[src/hw/pwrseq_pkg.sv]
// Package for the converter and processor power sequencer.
// Assumes a 200 MHz CLOCK; all constants shared by the design files.
package pwrseq_pkg;
   // Clock rate and settling time
   localparam int CLK_MHZ = 200;
   localparam int SETTLE_US = 1000;
   localparam int SETTLE_CYC = SETTLE_US * CLK_MHZ;
   // Monitor widths
   localparam int VOLT_W = 12;
   localparam int FILT_W = 4;
   localparam logic [VOLT_W-1:0] THRESH_RST = 12'h800;
   localparam logic [FILT_W-1:0] FILT_MAX = 4'hF;
   localparam logic [FILT_W-1:0] FILT_ZERO = 4'h0;
   // Device power modes
   typedef enum {MODE_OFF, MODE_CONV_ONLY, MODE_FULL} mode_t;
endpackage

[src/hw/pwr_sequencer.sv]
// Power sequencer inside the device: converter, monitor, processor enables.
// Assumes enable pins and sensed level come from outside; threshold is
// written by the serial control block on CLOCK.
`timescale 1ns/1ps
`default_nettype none
module pwr_sequencer
   import pwrseq_pkg::*;
#(
   parameter int W = VOLT_W,
   parameter int FW = FILT_W
) (
   // Clock and reset
   input wire logic CLOCK,
   input wire logic RST,
   // Enable pins from the controller
   input wire logic CONVERTER_ENABLE_PIN,
   input wire logic PROCESSOR_WAKE_ENABLE,
   // Sensed supply sample
   input wire logic [W-1:0] SENSED_SUPPLY_INPUT,
   // Threshold write from serial control block
   input wire logic THRESH_WE,
   input wire logic [W-1:0] THRESH_DATA,
   // Serial control requests
   input wire logic CTRL_REQ,
   // Outputs
   output logic POWER_GOOD_FLAG,
   output logic CONVERTER_ON,
   output logic MONITOR_ON,
   output logic PROCESSOR_ON,
   output logic CTRL_ACCEPT,
   output logic CTRL_REFUSED,
   output logic [W-1:0] THRESHOLD
);
   // Smallest widths the logic can serve
   localparam int MIN_W = 2;
   localparam int MIN_FW = 1;

   // Refuse parameter values the filter or compare cannot serve
   generate
      if (W < MIN_W || FW < MIN_FW || FW > FILT_W) begin : g_bad_params
         $error("pwr_sequencer: bad parameters");
      end
   endgenerate

   // Filter constants at the filter's own width
   localparam logic [FW-1:0] FILT_ONE = FW'(1);
   localparam logic [FW-1:0] FILT_TOP = FILT_MAX[FW-1:0];
   localparam logic [FW-1:0] FILT_CLR = FILT_ZERO[FW-1:0];

   // Converter enable pin: two stages before any logic
   logic conv_s1_ff;
   logic conv_s2_ff;
   always_ff @(posedge CLOCK) begin
      if (RST) begin
         conv_s1_ff <= 1'b0;
         conv_s2_ff <= 1'b0;
      end else begin
         conv_s1_ff <= CONVERTER_ENABLE_PIN;
         conv_s2_ff <= conv_s1_ff;
      end
   end

   // Processor wake pin: two stages before any logic
   logic proc_s1_ff;
   logic proc_s2_ff;
   always_ff @(posedge CLOCK) begin
      if (RST) begin
         proc_s1_ff <= 1'b0;
         proc_s2_ff <= 1'b0;
      end else begin
         proc_s1_ff <= PROCESSOR_WAKE_ENABLE;
         proc_s2_ff <= proc_s1_ff;
      end
   end

   // Sensed word: two stages, plus a third for the steadiness test
   logic [W-1:0] sense_s1_ff;
   logic [W-1:0] sense_s2_ff;
   logic [W-1:0] sense_s3_ff;
   always_ff @(posedge CLOCK) begin
      if (RST) begin
         sense_s1_ff <= '0;
         sense_s2_ff <= '0;
         sense_s3_ff <= '0;
      end else begin
         sense_s1_ff <= SENSED_SUPPLY_INPUT;
         sense_s2_ff <= sense_s1_ff;
         sense_s3_ff <= sense_s2_ff;
      end
   end

   // A word is taken only when two settled samples agree,
   // so a word torn by the crossing never reaches the compare
   logic [W-1:0] sense_ok_ff;
   logic [W-1:0] nxt_sense_ok;
   wire sense_steady = (sense_s3_ff == sense_s2_ff);
   assign nxt_sense_ok = sense_steady ? sense_s2_ff : sense_ok_ff;

   // Held sensed word
   always_ff @(posedge CLOCK) begin
      if (RST) begin
         sense_ok_ff <= '0;
      end else begin
         sense_ok_ff <= nxt_sense_ok;
      end
   end

   // Mode decode from the settled pins
   mode_t mode;
   wire conv_run = conv_s2_ff | proc_s2_ff;
   wire proc_run = proc_s2_ff;
   wire mon_run = conv_s2_ff;
   assign mode = proc_run ? MODE_FULL : (conv_run ? MODE_CONV_ONLY : MODE_OFF);
   wire serial_awake = (mode == MODE_FULL);

   // Threshold register, only writable while serial block is awake
   logic [W-1:0] thresh_ff;
   logic [W-1:0] nxt_thresh;
   wire thresh_take = THRESH_WE && serial_awake;
   assign nxt_thresh = thresh_take ? THRESH_DATA : thresh_ff;

   // Threshold storage; a refused write leaves it unchanged
   always_ff @(posedge CLOCK) begin
      if (RST) begin
         thresh_ff <= THRESH_RST;
      end else begin
         thresh_ff <= nxt_thresh;
      end
   end

   // Comparison of settled word with threshold
   logic good_raw;
   supply_monitor #(.W(W)) supply_monitor_inst (
      .clk(CLOCK),
      .rst(RST),
      .active(mon_run),
      .level(sense_ok_ff),
      .threshold(thresh_ff),
      .good(good_raw)
   );

   // Power-good with a short rise filter against sample noise
   logic [FW-1:0] filt_ff;
   logic [FW-1:0] nxt_filt;
   wire filt_full = (filt_ff == FILT_TOP);
   wire [FW-1:0] filt_inc = filt_ff + FILT_ONE;
   assign nxt_filt = !good_raw ? FILT_CLR : (filt_full ? filt_ff : filt_inc);

   // Filter counter, cleared by any low compare
   always_ff @(posedge CLOCK) begin
      if (RST) begin
         filt_ff <= FILT_CLR;
      end else begin
         filt_ff <= nxt_filt;
      end
   end

   // drop at once, rise after filter
   logic good_ff;
   logic nxt_good;
   assign nxt_good = good_raw && filt_full;

   // Power-good output register
   always_ff @(posedge CLOCK) begin
      if (RST) begin
         good_ff <= 1'b0;
      end else begin
         good_ff <= nxt_good;
      end
   end

   // Serial control gating
   logic accept_ff;
   logic refuse_ff;
   wire nxt_accept = CTRL_REQ && serial_awake;
   wire nxt_refuse = CTRL_REQ && !serial_awake;

   // One-cycle answer to each request
   always_ff @(posedge CLOCK) begin
      if (RST) begin
         accept_ff <= 1'b0;
         refuse_ff <= 1'b0;
      end else begin
         accept_ff <= nxt_accept;
         refuse_ff <= nxt_refuse;
      end
   end

   // Block enables shown at the ports
   logic conv_ff;
   logic mon_ff;
   logic proc_ff;
   always_ff @(posedge CLOCK) begin
      if (RST) begin
         conv_ff <= 1'b0;
         mon_ff <= 1'b0;
         proc_ff <= 1'b0;
      end else begin
         conv_ff <= conv_run;
         mon_ff <= mon_run;
         proc_ff <= proc_run;
      end
   end

   // Ports straight from the registers
   assign POWER_GOOD_FLAG = good_ff;
   assign CONVERTER_ON = conv_ff;
   assign MONITOR_ON = mon_ff;
   assign PROCESSOR_ON = proc_ff;
   assign CTRL_ACCEPT = accept_ff;
   assign CTRL_REFUSED = refuse_ff;
   assign THRESHOLD = thresh_ff;
endmodule // pwr_sequencer
`default_nettype wire

[src/hw/supply_monitor.sv]
// Supply monitor: compares a synchronised sensed sample with a threshold.
// Assumes sample and threshold already on the CLOCK domain.
`timescale 1ns/1ps
`default_nettype none
module supply_monitor
   import pwrseq_pkg::*;
#(
   parameter int W = VOLT_W
) (
   // Clock and reset
   input wire logic clk,
   input wire logic rst,
   // Control
   input wire logic active,
   input wire logic [W-1:0] level,
   input wire logic [W-1:0] threshold,
   // Result
   output logic good
);
   logic good_ff;
   logic nxt_good;
   wire above = (level >= threshold);

   assign nxt_good = active & above;
   assign good = good_ff;

   // Registered comparison
   always_ff @(posedge clk) begin
      if (rst) begin
         good_ff <= 1'b0;
      end else begin
         good_ff <= nxt_good;
      end
   end
endmodule // supply_monitor
`default_nettype wire

[config.mk]
export PLATFORM = sky130hd
export DESIGN_NAME = pwr_sequencer
export DESIGN_NICKNAME = d
export VERILOG_FILES = /design/src/hw/pwrseq_pkg.sv /design/src/hw/pwr_sequencer.sv /design/src/hw/supply_monitor.sv
export SDC_FILE = /design/constraint.sdc
export NUM_CORES = 1
export LEC_CHECK = 0
export ABC_AREA = 1
export BUFFER_PORTS_ARGS = -buffer_cell sky130_fd_sc_hd__buf_2
export CORE_MARGIN = 2
export CORE_UTILIZATION = 30
export CTS_CLUSTER_DIAMETER = 80
export DETAILED_ROUTE_END_ITERATION = 12
export GPL_TIMING_DRIVEN = 0
export PLACE_DENSITY = 0.54
export SKIP_CTS_REPAIR_TIMING = 1
export SYNTH_ARGS = -nofsm -noshare
export SYNTH_HDL_FRONTEND = slang
export SYNTH_SLANG_ARGS = --single-unit
[constraint.sdc]
create_clock -name CLOCK -period 1.7 [get_ports CLOCK]
set_clock_uncertainty 0.05 [all_clocks]
set_input_delay 0.17 -clock CLOCK [delete_from_list [all_inputs] [get_ports CLOCK]]
set_output_delay 0.17 -clock CLOCK [all_outputs]
set_load 0.005 [all_outputs]
After elaboration in Yosys (flattened, before gate mapping) --
Cells that the tools add are included.
Word-level totals: flip-flop bits (word level) 75, bits in latches 0, RAM bits 0, ROM bits 0, input bits 30, word-level logic and storage cells 33, memories kept 0
Operators by class: add/subtract/negate cells 1, multipliers 0, divide/modulo/power cells 0, $lt $le $gt $ge 1, equality and inequality tests 3, shift-type cells 0, mux-type cells 2, bitwise operators 3, reductions and logical operators 6
Operators by type and width (count):
- equality test 12 bit | 1
- >= comparator 12 bit | 1
- adder 4 x 1 -> 4 bit (second input constant) | 1
- equality test 4 bit (second input constant) | 1
- logical AND 1 bit | 4
- equality test 2 bit (second input constant) | 1
- 2-to-1 mux 2 bit | 1
- OR reduction 2 bit | 1
- bitwise AND 1 bit | 1
- logical NOT 1 bit | 1
- 2-to-1 mux 1 bit | 1
- inverter 1 bit | 1
- OR 1 bit | 1

Depth between registers and ports, before layout --
word-level depth 6, mapped depth 10

Modules after synthesis --
Synthesis repeated with hierarchy kept, for this count alone.
Second synthesis, totals: cell total of the unflattened synthesis 429, area total of the unflattened synthesis 3089.2 µm²
By module, submodules not included:
- pwr_sequencer | instances 1, cells each 368, area each 2723.9 µm², seq. area each 1481.4 µm²
- supply_monitor | instances 1, cells each 61, area each 365.4 µm², seq. area each 20.0 µm²

Worst setup path after synthesis --
OpenSTA, ideal clock, no wires.
path kind register to register, start reg thresh_ff[1] (netlist: THRESHOLD[1]), end reg supply_monitor_inst.good_ff (netlist: supply_monitor_inst.good), library setup time 0.076 ns, data arrival time 1.142 ns, data required time 1.574 ns, path slack 0.432 ns, stages on the path, launching flop included 8, cells stage by stage dfxtp_1 > inv_1 > ha_1 > a21boi_0 > nor2_1 > o21ai_0 > nand2_1 > a21boi_0
On the way: longest elaborated chain between the ends 2
RTL lines:
- start, declared | line pwr_sequencer.sv:117 | logic [W-1:0] thresh_ff;
- start signal, assigned | line pwr_sequencer.sv:127 | thresh_ff <= nxt_thresh;
- >= comparator 12 bit | line supply_monitor.sv:22 | wire above = (level >= threshold);
- bitwise AND 1 bit | line supply_monitor.sv:24 | assign nxt_good = active & above;
- end signal, assigned | line supply_monitor.sv:32 | good_ff <= nxt_good;
- end, declared | line supply_monitor.sv:20 | logic good_ff;
Every way passes these cells. A chain may end at the register's enable or synchronous reset.

Worst setup path after layout --
start reg thresh_ff[11] (netlist: THRESHOLD[11]), end reg supply_monitor_inst.good_ff (netlist: supply_monitor_inst.good)
The elaborated chain is that of the path after synthesis.

==> reports/results.ini <==
[logic_synthesis]
synth_fp_nets=405
synth_area_leaders=dfxtp_1 (53%), inv_1 (8.7%), nor2_1 (8.3%)
synth-async-reset-ratio_pct=0
synth_warnings=0
synthDistinctLibCells=23
synthFlopType=dfxtp_1
ys_seq_elements=75
yosysMostFrequentCell=dfxtp_1
syn_inst=362
synth_largest_area_cell=dfxtp_1
syn_area_mm2=0.002849
avgSynthCellArea_um2=7.870
synth_edf_count=0
synthTopCellsByCount=dfxtp_1 (75), inv_1 (66), nor2_1 (63), nand2_1 (52), a21oi_1 (31)
ys_seq_area_share_pct=52.70
synth_top_area_share_pct=52.70

[routing]
ant_nets=0
drtPass1Iterations=4
routed_wl_um=5121
via_count=2188
vias_per_cell=3.852
wl_per_cell_um=9.016
drc_errors=0
drt_iter0_drc=59

[final_layout]
antenna-diode-count=0
layout-drive-gt1-share_pct=16.63
area_delta_synth_final_pct=25.82
nNetsFinal=477

[critical_path]
worstSetupEndpointType=flop
worst-setup-path-type=reg -> reg
worst_ep_required_time_ns=1.92
cp_max_fo=3
cp-start-kind=flop
regToRegSetupSlack_ns=0.30
crit_arrival_ns=1.62

[clock_tree]
cts_tree=built
cts_root_buffer=clkbuf_8
clk_path_buf_depth=2
numCtsBuffers=9
path_clk_slew_ns=0.07
htree_num_levels=3
clock-sinks=75
clock_latency_ns=0.34

[global_route]
grt_pass1_vias=1976
grt_max_degree=13
grt_pass1_wl_um=8583
grt-ovfl-total=0
grt_use_total_pct=10.82
grt_antenna_before_repair=0

[place]
dpl.hpwl_um=3839
gp_congestion=0.7163
portBuffers=46

[timing]
finalSetupTns_ns=0
rsz0062_at_grt=false
hold_violations=1
fin_crit_sh_pct=82.60
whs_ns=-0.01776
worst_slew_pin_slew_ns=0.4553
slew_headroom_pct=69.65
min_period_ns=1.404
clock.fmax_mhz=712.2
setup_viol=0
maxSlewViolCount=0

[min_path]
hp-class=in -> reg

[status]
violations=negative hold slack
outcome=finished, violations left

[run]
cap_violations=0

[floorplan]
die_h_um=101.5
dieArea_mm2=0.01029
core_mm2=0.009240
io_pins=48
core.rowCount=35
start_util_pct=30.83
die_x_um=101.5

[power_and_ir_drop]
peakVddDrop_mv=0.2994
power_leakage_nw=1.691
power_density_mw_per_mm2=1008

## final timing paths
| path | cells after the start | endpoint | startpoint |
|---|---|---|---|
| setup / recovery | 6 | supply_monitor_inst.good | THRESHOLD[11] |
| hold reg to reg | 2 | conv_s2_ff | conv_s1_ff |
| hold / removal | 3 | sense_s1_ff[5] | SENSED_SUPPLY_INPUT[5] |
| setup reg to reg | 6 | supply_monitor_inst.good | THRESHOLD[11] |
## kinds of logic after synthesis
| logic type | share of synthesized area (%) |
|---|---|
| and+or+nand+nor | 19.15 |
| buffers and inverters | 11.81 |
| DFF | 52.70 |
| AOI/OAI and AO/OA | 9.398 |
| adders and majority gates | 5.709 |
| xor gates and xnor gates | 1.230 |
## flip-flops by register name (all words and copies together) (netlist names)
| register | flops |
|---|---|
| CTRL_REFUSED | 1 |
| sense_s3_ff | 12 |
| conv_s1_ff | 1 |
| filt_ff | 4 |
| THRESHOLD | 12 |
| sense_s2_ff | 12 |
| conv_s2_ff | 1 |
| CONVERTER_ON | 1 |
| MONITOR_ON | 1 |
| proc_run | 1 |
| CTRL_ACCEPT | 1 |
| POWER_GOOD_FLAG | 1 |
| supply_monitor_inst.good | 1 |
| sense_s1_ff | 12 |
| proc_s1_ff | 1 |
| PROCESSOR_ON | 1 |
| sense_ok_ff | 12 |
## per-stage QoR
| stage | cells | utilization [%] | cell area, µm² | total power, mW | setup WS (ns) |
|---|---|---|---|---|---|
| after global routing | 568 | 38.79 | 3585 | 3.828 | 0.1223 |
| after global placement | 537 | 35.07 | 3241 | 2.295 | 0.2955 |
| after CTS | 553 | 37.17 | 3435 | 3.657 | 0.2675 |
| final | 568 | 38.79 | 3585 | 3.613 | 0.2959 |
| after floorplan | 362 | - | 2849 | 2.191 | 0.4321 |
| after detailed placement | 537 | 35.07 | 3241 | 2.302 | 0.2818 |
## layout make-up
class,count,area [µm²]
fill,985,5655
sequential,75,1501
multi-input combinational,204,1011
timing repair buffer,61,380.4
inverter,70,262.8
tap,129,161.4
clock buffer,11,141.4
buffer,13,73.82
clock inverter,5,52.55
## layout by cell type, fill, tap and decap left out
cell,Yosys,final
nand2_1,52,52
clkbuf_1,2,3
ha_1,13,13
nor2_4,1,1
buf_1,5,5
o21ai_0,15,15
dfxtp_1,75,75
clkbuf_8,0,10
bufinv_16,0,1
buf_2,2,48
inv_2,4,4
xnor2_1,4,4
buf_4,2,2
clkinvlp_4,0,1
buf_6,2,2
nand3_1,14,14
dlygate4sd3_1,0,15
o21bai_1,1,1
nor3_1,4,4
nand4_1,1,1
o211ai_1,1,1
nor2_2,1,1
inv_1,66,66
a21boi_0,2,2
a21oi_1,31,31
nor2_1,63,63
a211oi_1,1,1
clkinv_2,0,3
## power by group
group / switching, mW / internal [mW] / leakage, nW / total [mW]
sequential: 0.0378 / 1.84 / 0.614 / 1.88
clock: 0.621 / 0.711 / 0.0991 / 1.33
combinational: 0.217 / 0.190 / 0.978 / 0.406
total: 0.875 / 2.74 / 1.69 / 3.61
## critical path, cell delays in order (launching register included)
cell and delay (ns):
dfxtp_1 0.35, inv_1 0.06, ha_1 0.32, nand4_1 0.13, nor3_1 0.20, nand2_1 0.08
a21boi_0 0.16
## routing by layer
layer	global-route usage, %	part of all wire (%)	vias up
li1	-	-	1243
met1	13.36	50	892
met2	16.91	44	42
met3	3.658	4.3	11
met4	5.301	1.7	0
met5	0	0	-
No activity file was read; power rests on OpenSTA's default activity.
